===== config.mk =====
export PLATFORM = sky130hd
export DESIGN_NAME = cgt_regs
export DESIGN_NICKNAME = d
export VERILOG_FILES = /design/src/pkg/cgt_pkg.sv /design/src/pkg/cgt_trim_if.sv /design/src/hdl/cgt_gain_apply.sv /design/src/hdl/cgt_regs.sv
export SDC_FILE = /design/constraint.sdc
export NUM_CORES = 1
export LEC_CHECK = 0
export BUFFER_PORTS_ARGS = -buffer_cell sky130_fd_sc_hd__buf_2
export CELL_PAD_IN_SITES_DETAIL_PLACEMENT = 0
export CELL_PAD_IN_SITES_GLOBAL_PLACEMENT = 2
export CORE_MARGIN = 3
export CORE_UTILIZATION = 37
export CTS_BUF_LIST = sky130_fd_sc_hd__clkbuf_4 sky130_fd_sc_hd__clkbuf_8
export DETAILED_ROUTE_END_ITERATION = 6
export PLACE_DENSITY_LB_ADDON = 0.1
export SLEW_MARGIN = 25
export SYNTH_ARGS = -nofsm -noshare
export SYNTH_HDL_FRONTEND = slang
export SYNTH_HIERARCHICAL = 1
export SYNTH_SLANG_ARGS = --single-unit

===== constraint.sdc =====
create_clock -name clock -period 8.35 [get_ports clock]
set_input_delay 1.2525 -clock clock [delete_from_list [all_inputs] [get_ports clock]]
set_output_delay 1.2525 -clock clock [all_outputs]
set_load 0.01 [all_outputs]

===== src/pkg/cgt_pkg.sv =====
package cgt_pkg;

  // command codes of the three registers
  localparam logic [7:0] CMD_GAIN_TRIM = 8'hde;
  localparam logic [7:0] CMD_ID_WORD = 8'hfc;
  localparam logic [7:0] CMD_ID_BLOCK = 8'hfd;

  // trim field layout and power-on value before the nvm load arrives
  localparam int TRIM_LSB = 0;
  localparam int TRIM_W = 4;
  localparam logic [3:0] TRIM_RESET = 4'h0;
  // unsupported upper nibble of the trim byte
  localparam logic [3:0] TRIM_HIGH_BITS = 4'h0;

  // identification lengths in data bytes
  localparam logic [2:0] ID_WORD_BYTES = 3'h2;
  localparam logic [2:0] ID_BLOCK_BYTES = 3'h6;
  // byte count sent ahead of the block data
  localparam logic [7:0] ID_BLOCK_COUNT = 8'h06;
  // answer for a read beyond the register's length
  localparam logic [7:0] READ_PAST_END = 8'hff;

  // gain step scale: adjustment is step / 2**GAIN_SHIFT
  localparam int GAIN_SHIFT = 8;

  // transaction phase
  typedef enum logic [1:0] {
    CGT_IDLE = 2'b00,
    CGT_WRITE = 2'b01,
    CGT_READ = 2'b10
  } cgt_phase_t;

  // signed gain step per trim code, in 1/256 units, strictly rising
  function automatic logic signed [4:0] cgt_gain_step(input logic [3:0] code);
    logic signed [4:0] step;
    case (code)
      4'h0: step = -5'sd9;
      4'h1: step = -5'sd8;
      4'h2: step = -5'sd6;
      4'h3: step = -5'sd5;
      4'h4: step = -5'sd4;
      4'h5: step = -5'sd3;
      4'h6: step = -5'sd2;
      4'h7: step = -5'sd1;
      4'h8: step = 5'sd1;
      4'h9: step = 5'sd3;
      4'ha: step = 5'sd4;
      4'hb: step = 5'sd5;
      4'hc: step = 5'sd6;
      4'hd: step = 5'sd8;
      4'he: step = 5'sd9;
      default: step = 5'sd10;
    endcase
    return step;
  endfunction

endpackage


===== src/pkg/cgt_trim_if.sv =====
`timescale 1ns/1ps
// carries the trim code and current samples to the gain stage
interface cgt_trim_if;
  logic [3:0] trim_code; // active trim field
  logic sample_valid; // raw sample strobe
  logic [15:0] sample; // raw output current sample
  logic trimmed_valid; // adjusted sample strobe
  logic [15:0] trimmed; // adjusted output current sample

  modport regs (
    output trim_code,
    output sample_valid,
    output sample,
    input trimmed_valid,
    input trimmed
  );

  modport gain (
    input trim_code,
    input sample_valid,
    input sample,
    output trimmed_valid,
    output trimmed
  );
endinterface


===== src/hdl/cgt_gain_apply.sv =====
`timescale 1ns/1ps
// scales each current sample by (1 + step/256), one cycle of latency
module cgt_gain_apply (
  input wire logic clock,
  input wire logic rst,
  cgt_trim_if.gain tif
);

  // whole state of the stage
  typedef struct packed {
    logic valid;
    logic [15:0] value;
  } cgt_gain_state_t;

  cgt_gain_state_t g_r;
  cgt_gain_state_t g_nxt;
  logic signed [21:0] prod; // sample times signed step
  logic signed [21:0] sum; // sample plus scaled step
  logic signed [4:0] step_now; // signed step of the active trim code

  // step lookup kept on a net so the checks can read its sign bit
  assign step_now = cgt_pkg::cgt_gain_step(tif.trim_code);

  // new trim code applies to the very next sample, no output shutdown needed
  always_comb begin
    g_nxt = g_r;
    prod = 22'($signed({1'b0, tif.sample}) * step_now);
    sum = $signed({6'h00, tif.sample}) + (prod >>> cgt_pkg::GAIN_SHIFT);
    g_nxt.valid = tif.sample_valid;
    if (tif.sample_valid) begin
      // clip at full scale; the lowest step cannot go below zero
      if (sum[21:16] != 6'h00) begin
        g_nxt.value = 16'hffff;
      end else begin
        g_nxt.value = sum[15:0];
      end
    end
  end

  // state register
  always_ff @(posedge clock) begin
    if (rst) begin
      g_r <= '0;
    end else begin
      g_r <= g_nxt;
    end
  end

  assign tif.trimmed_valid = g_r.valid;
  assign tif.trimmed = g_r.value;
endmodule


===== src/hdl/cgt_regs.sv =====
`timescale 1ns/1ps
// Notes on behaviour
// - trim byte at de, byte write and read
// - trim bits 7:4 read zero, ignore writes
// - trim code sets monotonic current reading gain
// - id word at fc, fixed two bytes
// - id block at fd, fixed six bytes
// - id writes accepted, never refused on bus
// - id writes leave contents unchanged
// - id writes raise no communication error
// - id values are hard-wired full-width constants
module cgt_regs #(
  parameter logic [15:0] ID_WORD = 16'h5a3c, // arbitrary value
  parameter logic [47:0] ID_BLOCK = 48'h665544332211 // arbitrary value
) (
  input wire logic clock,
  input wire logic rst,
  input wire logic txn_start,
  input wire logic [7:0] txn_cmd,
  input wire logic txn_write,
  input wire logic wr_valid,
  input wire logic [7:0] wr_byte,
  input wire logic rd_req,
  input wire logic txn_stop,
  output logic cmd_hit,
  output logic rd_valid,
  output logic [7:0] rd_byte,
  output logic cml_event,
  input wire logic nvm_load,
  input wire logic [3:0] nvm_trim,
  output logic [3:0] gain_trim_code,
  input wire logic iout_valid,
  input wire logic [15:0] iout_raw,
  output logic iout_report_valid,
  output logic [15:0] iout_report
);

  // whole state of the register bank
  typedef struct packed {
    cgt_pkg::cgt_phase_t phase;
    logic [7:0] cmd; // command of the open transaction
    logic [2:0] idx; // byte position within the transfer
    logic wr_seen; // a data byte already arrived
    logic [3:0] trim; // gain trim field
    logic [7:0] rd_data; // last answered byte
    logic rd_valid; // answer strobe
    logic cml; // communication error strobe
  } cgt_state_t;

  cgt_state_t s_r;
  cgt_state_t s_nxt;
  cgt_trim_if tif ();

  // true for the three command codes owned here
  function automatic logic is_ours(input logic [7:0] cmd);
    return cmd == cgt_pkg::CMD_GAIN_TRIM || cmd == cgt_pkg::CMD_ID_WORD ||
           cmd == cgt_pkg::CMD_ID_BLOCK;
  endfunction

  // byte answered at position idx of a read of cmd
  function automatic logic [7:0] read_byte(input logic [7:0] cmd, input logic [2:0] idx,
                                           input logic [3:0] trim);
    logic [2:0] k;
    logic [7:0] b;
    k = idx - 3'h1;
    b = cgt_pkg::READ_PAST_END;
    case (cmd)
      cgt_pkg::CMD_GAIN_TRIM: begin
        if (idx == 3'h0) begin
          b = {cgt_pkg::TRIM_HIGH_BITS, trim};
        end
      end
      cgt_pkg::CMD_ID_WORD: begin
        // low byte first, as on the wire
        if (idx < cgt_pkg::ID_WORD_BYTES) begin
          b = ID_WORD[{idx[0], 3'h0} +: 8];
        end
      end
      cgt_pkg::CMD_ID_BLOCK: begin
        // count byte first, then data low byte first
        if (idx == 3'h0) begin
          b = cgt_pkg::ID_BLOCK_COUNT;
        end else if (idx <= cgt_pkg::ID_BLOCK_BYTES) begin
          b = ID_BLOCK[{k, 3'h0} +: 8];
        end
      end
      default: begin
        b = cgt_pkg::READ_PAST_END;
      end
    endcase
    return b;
  endfunction

  assign cmd_hit = is_ours(txn_cmd);

  // transaction sequencing and register updates
  always_comb begin
    s_nxt = s_r;
    s_nxt.rd_valid = 1'b0;
    s_nxt.cml = 1'b0;
    // nvm restore; a host write in the same cycle overrides it below
    if (nvm_load) begin
      s_nxt.trim = nvm_trim;
    end
    case (s_r.phase)
      cgt_pkg::CGT_IDLE: begin
        s_nxt.phase = cgt_pkg::CGT_IDLE;
      end
      cgt_pkg::CGT_WRITE: begin
        if (wr_valid) begin
          s_nxt.wr_seen = 1'b1;
          if (s_r.cmd == cgt_pkg::CMD_GAIN_TRIM) begin
            if (!s_r.wr_seen) begin
              // upper nibble dropped, takes effect at once
              s_nxt.trim = wr_byte[cgt_pkg::TRIM_LSB +: cgt_pkg::TRIM_W];
            end else begin
              // a byte write carries one data byte only
              s_nxt.cml = 1'b1;
            end
          end
          // id writes: byte swallowed, no store, no error
        end
        if (txn_stop) begin
          s_nxt.phase = cgt_pkg::CGT_IDLE;
        end
      end
      cgt_pkg::CGT_READ: begin
        if (rd_req) begin
          s_nxt.rd_valid = 1'b1;
          s_nxt.rd_data = read_byte(s_r.cmd, s_r.idx, s_r.trim);
          // position saturates, so over-long reads keep answering ff
          if (s_r.idx != 3'h7) begin
            s_nxt.idx = s_r.idx + 3'h1;
          end
        end
        if (txn_stop) begin
          s_nxt.phase = cgt_pkg::CGT_IDLE;
        end
      end
      default: begin
        s_nxt.phase = cgt_pkg::CGT_IDLE;
      end
    endcase
    // a start, repeated or not, opens a fresh transaction
    if (txn_start) begin
      s_nxt.idx = 3'h0;
      s_nxt.wr_seen = 1'b0;
      s_nxt.cmd = txn_cmd;
      if (!is_ours(txn_cmd)) begin
        s_nxt.phase = cgt_pkg::CGT_IDLE;
      end else if (txn_write) begin
        s_nxt.phase = cgt_pkg::CGT_WRITE;
      end else begin
        s_nxt.phase = cgt_pkg::CGT_READ;
      end
    end
  end

  // state register, synchronous reset
  always_ff @(posedge clock) begin
    if (rst) begin
      s_r <= '{phase: cgt_pkg::CGT_IDLE, cmd: 8'h00, idx: 3'h0, wr_seen: 1'b0,
               trim: cgt_pkg::TRIM_RESET, rd_data: 8'h00, rd_valid: 1'b0, cml: 1'b0};
    end else begin
      s_r <= s_nxt;
    end
  end

  // gain stage on the current telemetry path
  assign tif.trim_code = s_r.trim;
  assign tif.sample_valid = iout_valid;
  assign tif.sample = iout_raw;

  cgt_gain_apply u_gain (
    .clock(clock),
    .rst(rst),
    .tif(tif)
  );

  assign rd_valid = s_r.rd_valid;
  assign rd_byte = s_r.rd_data;
  assign cml_event = s_r.cml;
  assign gain_trim_code = s_r.trim;
  assign iout_report_valid = tif.trimmed_valid;
  assign iout_report = tif.trimmed;

  // a trim write that is first in its transaction; a start in the same cycle still stores it
  logic trim_take;
  assign trim_take = s_r.phase == cgt_pkg::CGT_WRITE && s_r.cmd == cgt_pkg::CMD_GAIN_TRIM &&
                     wr_valid && !s_r.wr_seen;
endmodule


==> impl_results.md, run 1 <==
* Yosys reg bits at 45
* Synth Area in Adders at 31.0%
* Hold Buf Count CTS at 0
* Power share of the combinational group at 82.1%
* Via density at 5.04
* Dpl hpwl at 10700 um
* Pwr/cell area at 364 mW/mm^2
* Initial core utilization at 38.4%
* Non-Filler Instances at 877
* Synthesized area at 0.00569 mm^2
* Vias at 4419
* Synth Flop Type: dfxtp_1
* Post-CTS Setup Bufs at 0
* Top cell type by total area after synthesis: dfxtp_1
* Gpl congestion at 0.790
* YS warnings at 6
* Fin crit share at 92.0%
* Worst EP arrival at 7.88 ns
* Area grow syn2layout at 9.04%
* Post-Syn Nets at 802
* Post-Layout Inst Area at 0.00620 mm^2
* Min-Delay Path Depth at 2
* Maximum number of pins on one net before global-route repair at 46
* Setup Viol. Count Final at 0
* Syn avg cell area at 8.86 um^2
* Slowest CP cell: mux4_2
* Clock-pin transition on the worst setup and hold timing paths at 0.09 ns
* R2r endpoint: u_gain/tif.trimmed[0]
* Combinational family with the most area after synthesis: adder cells
* # clock sinks at 45
* Final WS setup at 0.671 ns
* Most used cell, CP: inv_1
* First-pass GRT wire length at 21500 um
* Hold Crit Endpoint: u_gain/tif.trimmed[1]
* XOR/XNOR share of the synthesized area at 4.16%
* Fin crit period at 7.68 ns
* Final Hold Viols at 0
* Tot GR Track Use at 15.7%
* Post_cts resized at 0
* Crit-path max FO at 16
* Hold_sp: u_gain/tif.trimmed[1]
* Synth Area in Simple Gates at 19.4%
* # port buffers at 72
* Worst skew pair latency at 0.30 ns
* Most common cell in the netlist: inv_1
* Top post-synthesis cells by area: dfxtp_1 16%, ha_1 16%, fa_1 15%, inv_1 5.8%, and2_1 4.9%
* Leakage at 2.97 nW
* Post-Place Cells at 869
* Core box area at 0.0148 mm^2
* Post-synthesis mux area share at 3.78%
* Die footprint at 0.0169 mm^2
* CTS tree: built
* Post-synth EDFFs at 0
* Clk root buf: clkbuf_8
* Ant. Diodes at 0
* R2R depth at 28
* Max incr delay on CP at 0.62 ns
* CTS max path bufs at 2
* Starting DRC count in detailed routing at 150
* Switching power at 1.16 mW
* Reg2Reg Setup Slack at 0.67 ns
* Compound-Gate Fraction of Synth Area at 16.8%
* Crit path kind: flip-flop to flip-flop
* Tightest Pin Transition at 0.931 ns
* Placed Area at 0.00612 mm^2
* ANT nets after route at 0
* DR WL/cell at 14.7 um
* Crit. End Element: flip-flop
* Fin nets at 852
* Ports at 77
* Total gr overflow at 0
* Worst Clk Skew at 0.0120 ns
* Fillers at 1492
* Chip height at 130 um
* Switching share of power at 51.2%
* Total of max-cap violations at 0
* Cell variety after synth at 65
* Total negative slack at 0 ns
* Top-area cell type share of the netlist area at 15.8%
* Post-Place Worst Slack at 0.678 ns
* Finished Core Util at 41.9%
* Row cnt at 44
* FF-to-FF Start: gain_trim_code[0]
* Final WL at 12900 um
* Sequential Power Share at 12.1%
* Asr flop ratio synth at 0%
* Share of cells above drive strength 1 at 17.0%
* Unrepaired setup endpoints after global routing: no
* Initial antenna violation count at 0
* Slew Viols, Final at 0
* CP Data Required Time at 8.55 ns
* Cell count after synthesis at 642
* Vias in the first global route at 4303
* Startpoint types: flip-flop
* # DRC at 0
* Most frequent cells after synthesis: 88 x inv_1, 72 x ha_1, 66 x nor2_1, 45 x and2_1, 45 x dfxtp_1
* Slew HR at 37.9%
* Number of H-tree levels at 2
* Cts bufs inserted at 5
* Internal at 1.10 mW
* F_max at 130 MHz
* DRT Pass-1 Iters at 4
* Sequential area share after synthesis at 15.8%
* Peak VDD IR at 0.221 mV
* Status: completed
* Hold crit path type: flip-flop to flip-flop
* Clock power share at 5.9%
* Die Wd at 130 um
## flip-flops by register name (all words and copies together), names as in the netlist
name	count
gain_trim_code	4
s_r	14
rd_valid	1
cml_event	1
u_gain/tif.trimmed	16
u_gain/tif.trimmed_valid	1
rd_byte	8
## critical path: cells and delay by family, from the launching register on
family,cells,cell delay (ns)
flops,1,0.50
simple gates,5,1.08
fa+ha+maj,6,2.34
compound gates,10,2.18
mux,2,0.99
buf+inv,4,0.29
xor+xnor,1,0.17
## per-stage QoR
stage / power (mW) / hold WS (ns)
after floorplan: 1.75 / 0.475
after global placement: 2.13 / 0.476
after detailed placement: 2.15 / 0.481
after CTS: 2.29 / 0.492
after global routing: 2.56 / 0.513
final: 2.26 / 0.494
## power groups by stage
stage	sequential [mW]	combinational [mW]	clock [mW]
3_5_place_dp	0.278	1.87	0
2_1_floorplan	0.291	1.46	0
3_3_place_gp	0.277	1.85	0
4_1_cts	0.273	1.88	0.138
6_report	0.273	1.85	0.132
5_1_grt	0.277	2.14	0.148
## worst max path at each step
stage / from / to / cells after the start
floorplan: gain_trim_code[0] / u_gain/tif.trimmed[10] / 30
global placement: gain_trim_code[1] / u_gain/tif.trimmed[0] / 28
detailed placement: gain_trim_code[1] / u_gain/tif.trimmed[3] / 28
CTS: gain_trim_code[1] / u_gain/tif.trimmed[0] / 28
global route: gain_trim_code[0] / u_gain/tif.trimmed[0] / 28
finish: gain_trim_code[0] / u_gain/tif.trimmed[0] / 28
## metal layers
layer | global-route usage, % | up-vias | part of all wire (%)
met2 | 24.1 | 64 | 43
met1 | 24.3 | 2099 | 53
li1 | - | 2249 | -
met3 | 1.23 | 7 | 3.4
met4 | 3.30 | 0 | 0.93
met5 | 0 | - | 0
## cells in the final DEF, fill, tap and decap left out, types with 3 or more instances in the layout
cell and n:
a211o_1 3, a211oi_1 10, a21o_1 15, a21oi_1 22, a311oi_1 6, a311oi_2 12, a31oi_1 6, and2_1 45
and3_1 4, and4_1 3, buf_2 72, buf_4 3, clkbuf_8 5, dfxtp_1 45, fa_1 43, ha_1 72
inv_1 88, mux2i_1 14, nand2_1 27, nand2b_1 3, nand3_1 6, nor2_1 66, nor2b_1 19, nor3_1 8
o21ai_0 9, o21bai_1 10, or2_2 3, xnor2_1 13, xor2_1 14
## layout make-up
| type | count | area (um^2) | share of cell area [%] |
|---|---|---|---|
| clock buffer | 5 | 68.8 | 1.11 |
| sequential | 45 | 901 | 14.5 |
| clock inverter | 3 | 17.5 | 0.282 |
| timing repair buffer | 75 | 383 | 6.17 |
| tap | 184 | 230 | 3.71 |
| inverter | 88 | 330 | 5.32 |
| multi-input combinational | 477 | 4270 | 68.9 |
## logic make-up (layout without fill, tap and decap cells)
family,Yosys count,after routing
AND/OR/NAND/NOR,201,201
buffers and inverters,120,171
AO/OA/AOI/OAI,116,116
adder cells (fa/ha/maj),115,115
flip-flops,45,45
XOR/XNOR,27,27
multiplexers,18,18
(Power assumes the default switching activity.)
==> run 2, diff against run 1 <==
--- a/config.mk
+++ b/config.mk
@@ -13,6 +13,7 @@
 export CTS_BUF_LIST = sky130_fd_sc_hd__clkbuf_4 sky130_fd_sc_hd__clkbuf_8
 export DETAILED_ROUTE_END_ITERATION = 6
 export PLACE_DENSITY_LB_ADDON = 0.1
+export RECOVER_POWER = 50
 export SLEW_MARGIN = 25
 export SYNTH_ARGS = -nofsm -noshare
 export SYNTH_HDL_FRONTEND = slang
==> constraint.sdc (replaced) <==
create_clock -name clock -period 7.8 [get_ports clock]
set_input_delay 1.17 -clock clock [delete_from_list [all_inputs] [get_ports clock]]
set_output_delay 1.17 -clock clock [all_outputs]
set_load 0.01 [all_outputs]
==> run 2 against run 1 <==
Clock skew up 0.0028 ns; first-iteration DRC count up 69%; wire length up 1.5%; clock power up 13%.
==> impl_results.md, run 2 (synthesis gave the netlist of run 1 again) <==
* Post-CTS Setup Bufs at 0
* Final WS setup at 0.525 ns
* Gpl congestion at 0.794
* Crit-path max FO at 16
* Initial core utilization at 38.4%
* Worst Clk Skew at 0.0148 ns
* Leakage at 2.93 nW
* Final Hold Viols at 0
* Slew Viols, Final at 0
* Die Wd at 130 um
* Core box area at 0.0148 mm^2
* Setup Viol. Count Final at 0
* Slew HR at 36.0%
* Clk root buf: clkbuf_8
* # clock sinks at 45
* Pwr/cell area at 394 mW/mm^2
* Chip height at 130 um
* Die footprint at 0.0169 mm^2
* Row cnt at 44
* Vias at 4451
* F_max at 137 MHz
* Fin crit share at 93.3%
* Max incr delay on CP at 0.54 ns
* DRT Pass-1 Iters at 4
* Fillers at 1544
* R2R depth at 28
* Most common cell after layout, fill and taps aside: inv_1
* Total of max-cap violations at 0
* Via density at 5.05
* First-pass GRT wire length at 21800 um
* Crit. Startpoint: gain_trim_code[1]
* Startpoint types: flip-flop
* Hold_sp: u_gain/tif.trimmed[15]
* Most used cell, CP: inv_1
* Number of H-tree levels at 2
* Most frequent cells in the layout: 88 x inv_1, 72 x ha_1, 66 x nor2_1
* Max reg flops at 16
* Slowest CP cell: mux4_2
* Initial antenna violation count at 0
* Maximum number of pins on one net before global-route repair at 46
* Unrepaired setup endpoints after global routing: no
* Starting DRC count in detailed routing at 253
* Dpl hpwl at 10700 um
* Vias in the first global route at 4329
* FF-to-FF Start: gain_trim_code[1]
* Tightest Pin Transition at 0.960 ns
* CP Data Required Time at 7.99 ns
* Peak VDD IR at 0.178 mV
* Fin crit period at 7.28 ns
* CTS max path bufs at 2
* Crit. End Element: flip-flop
* Status: completed
* Worst skew pair latency at 0.30 ns
* Worst EP arrival at 7.46 ns
* Share of cells above drive strength 1 at 15.5%
* Cts bufs inserted at 5
* # DRC at 0
* Total negative slack at 0 ns
* Fin nets at 857
* Min-Delay Path Depth at 2
* Storage cell area at 901 um^2
* Final WL at 13100 um
* R2r endpoint: u_gain/tif.trimmed[3]
* Total gr overflow at 0
* Hold crit path type: flip-flop to flip-flop
* Crit path kind: flip-flop to flip-flop
* Tot GR Track Use at 15.9%
* Clock-pin transition on the worst setup and hold timing paths at 0.09 ns
* Area grow syn2layout at 9.59%
* Hold Crit Endpoint: u_gain/tif.trimmed[15]
* Ant. Diodes at 0
* Ports at 77
* Multi-input gate area at 0.00428 mm^2
* CTS tree: built
* DR WL/cell at 14.8 um
* # port buffers at 72
* Reg2Reg Setup Slack at 0.52 ns
* Post-Place Worst Slack at 0.364 ns
* ANT nets after route at 0
## run 2: cell count changes in the layout (fill, tap and decap cells not counted), moves of 2 or more
cell,previous run,this run
buf_2,72,54
buf_4,3,8
clkbuf_1,0,18
clkbuf_4,0,2
clkinv_2,2,0
## run 2: report_power, final
part           switching (mW)  internal [mW]  total, mW
Combinational            1.16          0.858       2.02
Clock                  0.0786         0.0705      0.149
Sequential             0.0217          0.269      0.290
## run 2: critical path: cells and delay by family (launching register included)
kind                     cells  cell delay (ns)
AO/OA/AOI/OAI               10             2.14
AND/OR/NAND/NOR              5             1.03
adder cells (fa/ha/maj)      6             2.34
flip-flops                   1             0.34
multiplexers                 2             0.91
XOR/XNOR                     1             0.17
buffers and inverters        4             0.23
## run 2: how the worst max path moves through the flow
stage / endpoint / slack (ns) / cells past startpoint
after global routing: u_gain/tif.trimmed[0] / 0.04 / 28
after floorplan: u_gain/tif.trimmed[10] / 0.89 / 30
final: u_gain/tif.trimmed[3] / 0.52 / 28
after detailed placement: u_gain/tif.trimmed[3] / 0.36 / 24
after global placement: u_gain/tif.trimmed[0] / 0.44 / 24
after CTS: u_gain/tif.trimmed[3] / 0.34 / 28
## run 2: final cells by class
class,count,area share (%)
clock buffers,7,1.34
clock inverters,1,0.120
inverters,88,5.30
multi-input cells,477,68.7
flip-flops and latches,45,14.4
well taps,184,3.69
repair buffers,80,6.38
## run 2: through the flow
step	utilization [%]	power, mW	std cells	instance area (um^2)	hold WS, ns
after global routing	42.1	2.76	882	6230	0.518
after detailed placement	41.6	2.31	874	6150	0.479
final	42.1	2.46	882	6230	0.488
after global placement	41.6	2.28	874	6150	0.475
after CTS	42.2	2.48	882	6250	0.490
after floorplan	-	1.88	642	5690	0.475
## run 2: timing repair
action | in CTS | in global routing
setup endpoints to repair | 0 | 16
hold buffers | 0 | 0
resized for setup | 0 | 3
hold endpoints to repair | 0 | 0
## run 2: routing by layer
layer / track usage (%) / share of wire, % / vias up
met3: 1.19 / 2.7 / 6
met5: 0 / 0 / -
met2: 23.6 / 42 / 69
met1: 25.1 / 55 / 2110
li1: - / - / 2266
met4: 3.55 / 0.77 / 0
==> run 3, diff against run 2 <==
--- a/config.mk
+++ b/config.mk
@@ -13,7 +13,6 @@
 export CTS_BUF_LIST = sky130_fd_sc_hd__clkbuf_4 sky130_fd_sc_hd__clkbuf_8
 export DETAILED_ROUTE_END_ITERATION = 6
 export PLACE_DENSITY_LB_ADDON = 0.1
-export RECOVER_POWER = 50
 export SLEW_MARGIN = 25
 export SYNTH_ARGS = -nofsm -noshare
 export SYNTH_HDL_FRONTEND = slang
==> run 3 against run 2 <==
Flip-flop and latch count unchanged; hold slack worse by 0.0024 ns; critical path depth unchanged; clock-buffer cell count is the same; fmax hardly changed; register-to-register slack about the same; first-iteration DRC count down 0.40%; via count about the same; worst setup slack got worse by 0.00081 ns; cell count is the same; cell area rose by 0.36%; global-route usage did not move.
==> impl_results.md, run 3 (synthesis gave the netlist of run 1 again) <==
* # port buffers at 72
* Vias in the first global route at 4329
* Power share of the combinational group at 82.2%
* Core box area at 0.0148 mm^2
* Hold crit path type: flip-flop to flip-flop
* Share of cells above drive strength 1 at 18.1%
* Crit path kind: flip-flop to flip-flop
* R2r endpoint: u_gain/tif.trimmed[3]
* First-pass GRT wire length at 21800 um
* # clock sinks at 45
* Initial core utilization at 38.4%
* DR WL/cell at 14.8 um
* Setup Viol. Count Final at 0
* Worst skew pair latency at 0.30 ns
* Clock-pin transition on the worst setup and hold timing paths at 0.09 ns
* Cts bufs inserted at 5
* Peak VDD IR at 0.178 mV
* Via density at 5.05
* Ports at 77
* Crit. Startpoint: gain_trim_code[1]
* Final WL at 13000 um
* Met1 Wirelength at 7160 um
* Area grow syn2layout at 9.98%
* Dpl hpwl at 10700 um
* Max reg flops at 16
* Sequential Power Share at 11.8%
* Die footprint at 0.0169 mm^2
* Total gr overflow at 0
* Post-CTS Setup Bufs at 0
* ANT nets after route at 0
* Tot GR Track Use at 15.9%
* Clk root buf: clkbuf_8
* Switching share of power at 51.1%
* Leakage at 3.00 nW
* Switching power at 1.26 mW
* # DRC at 0
* Initial antenna violation count at 0
* CTS max path bufs at 2
* Fin crit period at 7.28 ns
* Post-Place Worst Slack at 0.364 ns
* Fin nets at 857
* Worst Clk Skew at 0.0153 ns
* Top Layer Used: met4
* FF-to-FF Start: gain_trim_code[1]
* R2R depth at 28
* Critical path buffers and inverters at 4
* Most frequent cells in the layout: 88 x inv_1, 72 x ha_1, 72 x buf_2
* Met2 routed WL at 5440 um
* Worst EP arrival at 7.46 ns
* F_max at 137 MHz
* CTS tree: built
* Final WS setup at 0.524 ns
* Tightest Pin Transition at 0.946 ns
* Slew HR at 36.9%
* Starting DRC count in detailed routing at 252
* Max incr delay on CP at 0.54 ns
* Min-Delay Path Depth at 2
* DRT Pass-1 Iters at 4
* Slowest CP cell: mux4_2
* Fin crit share at 93.3%
* Ant. Diodes at 0
* Vias at 4455
* Number of H-tree levels at 2
* Hold Crit Endpoint: u_gain/tif.trimmed[15]
* Maximum number of pins on one net before global-route repair at 46
* Status: completed
* Clock power share at 6.0%
* Hold_sp: u_gain/tif.trimmed[15]
* Final Hold Viols at 0
* Row cnt at 44
* Most common cell after layout, fill and taps aside: inv_1
* Post_cts resized at 0
* Met3 wire length at 317 um
* CP Data Required Time at 7.99 ns
* Internal at 1.20 mW
* Reg2Reg Setup Slack at 0.52 ns
* Most used cell, CP: inv_1
* Die Wd at 130 um
* Pwr/cell area at 393 mW/mm^2
* Crit. End Element: flip-flop
* Startpoint types: flip-flop
* Gpl congestion at 0.794
* Slew Viols, Final at 0
* Chip height at 130 um
* Total of max-cap violations at 0
* Unrepaired setup endpoints after global routing: no
* Cell family with most CP delay: adder cells
* Crit-path max FO at 16
* Total negative slack at 0 ns
* Hold Buf Count CTS at 0
run 3: how the worst max path moves through the flow:
stage	to	cells after the start
after detailed placement	u_gain/tif.trimmed[3]	24
after floorplan	u_gain/tif.trimmed[10]	30
final	u_gain/tif.trimmed[3]	28
after global routing	u_gain/tif.trimmed[0]	28
after global placement	u_gain/tif.trimmed[0]	24
after CTS	u_gain/tif.trimmed[3]	28
run 3: through the flow:
stage	power (mW)	hold slack (ns)	utilization, %	std cells	instance area, um^2
global route	2.77	0.515	42.3	882	6260
global placement	2.28	0.475	41.6	874	6150
detailed placement	2.31	0.479	41.6	874	6150
finish	2.46	0.486	42.3	882	6260
CTS	2.48	0.490	42.2	882	6250
floorplan	1.88	0.475	-	642	5690
run 3: tightest hold or removal path, stage by stage (launching register included):
cell,delay [ns]
dfxtp_1,0.32
nor2_1,0.08
a311oi_1,0.05
run 3: cell type report:
| class | count | area, um^2 |
|---|---|---|
| Clock inverter | 1 | 7.51 |
| Inverter | 88 | 330 |
| Timing Repair Buffer | 80 | 420 |
| Tap cell | 184 | 230 |
| Multi-Input combinational cell | 477 | 4280 |
| Fill cell | 1531 | 8550 |
| Sequential cell | 45 | 901 |
| Clock buffer | 7 | 83.8 |
run 3: metal layers:
layer  GRT usage [%]  vias to the layer above
li1                -                     2266
met1            25.1                     2118
met2            23.6                       65
met3            1.19                        6
met4            3.55                        0
met5               0                        -
run 3: power groups by stage:
stage | clock (mW) | combinational [mW] | sequential (mW)
floorplan | 0 | 1.57 | 0.311
global placement | 0 | 1.99 | 0.295
detailed placement | 0 | 2.02 | 0.295
CTS | 0.158 | 2.03 | 0.290
global route | 0.166 | 2.31 | 0.295
finish | 0.149 | 2.02 | 0.289
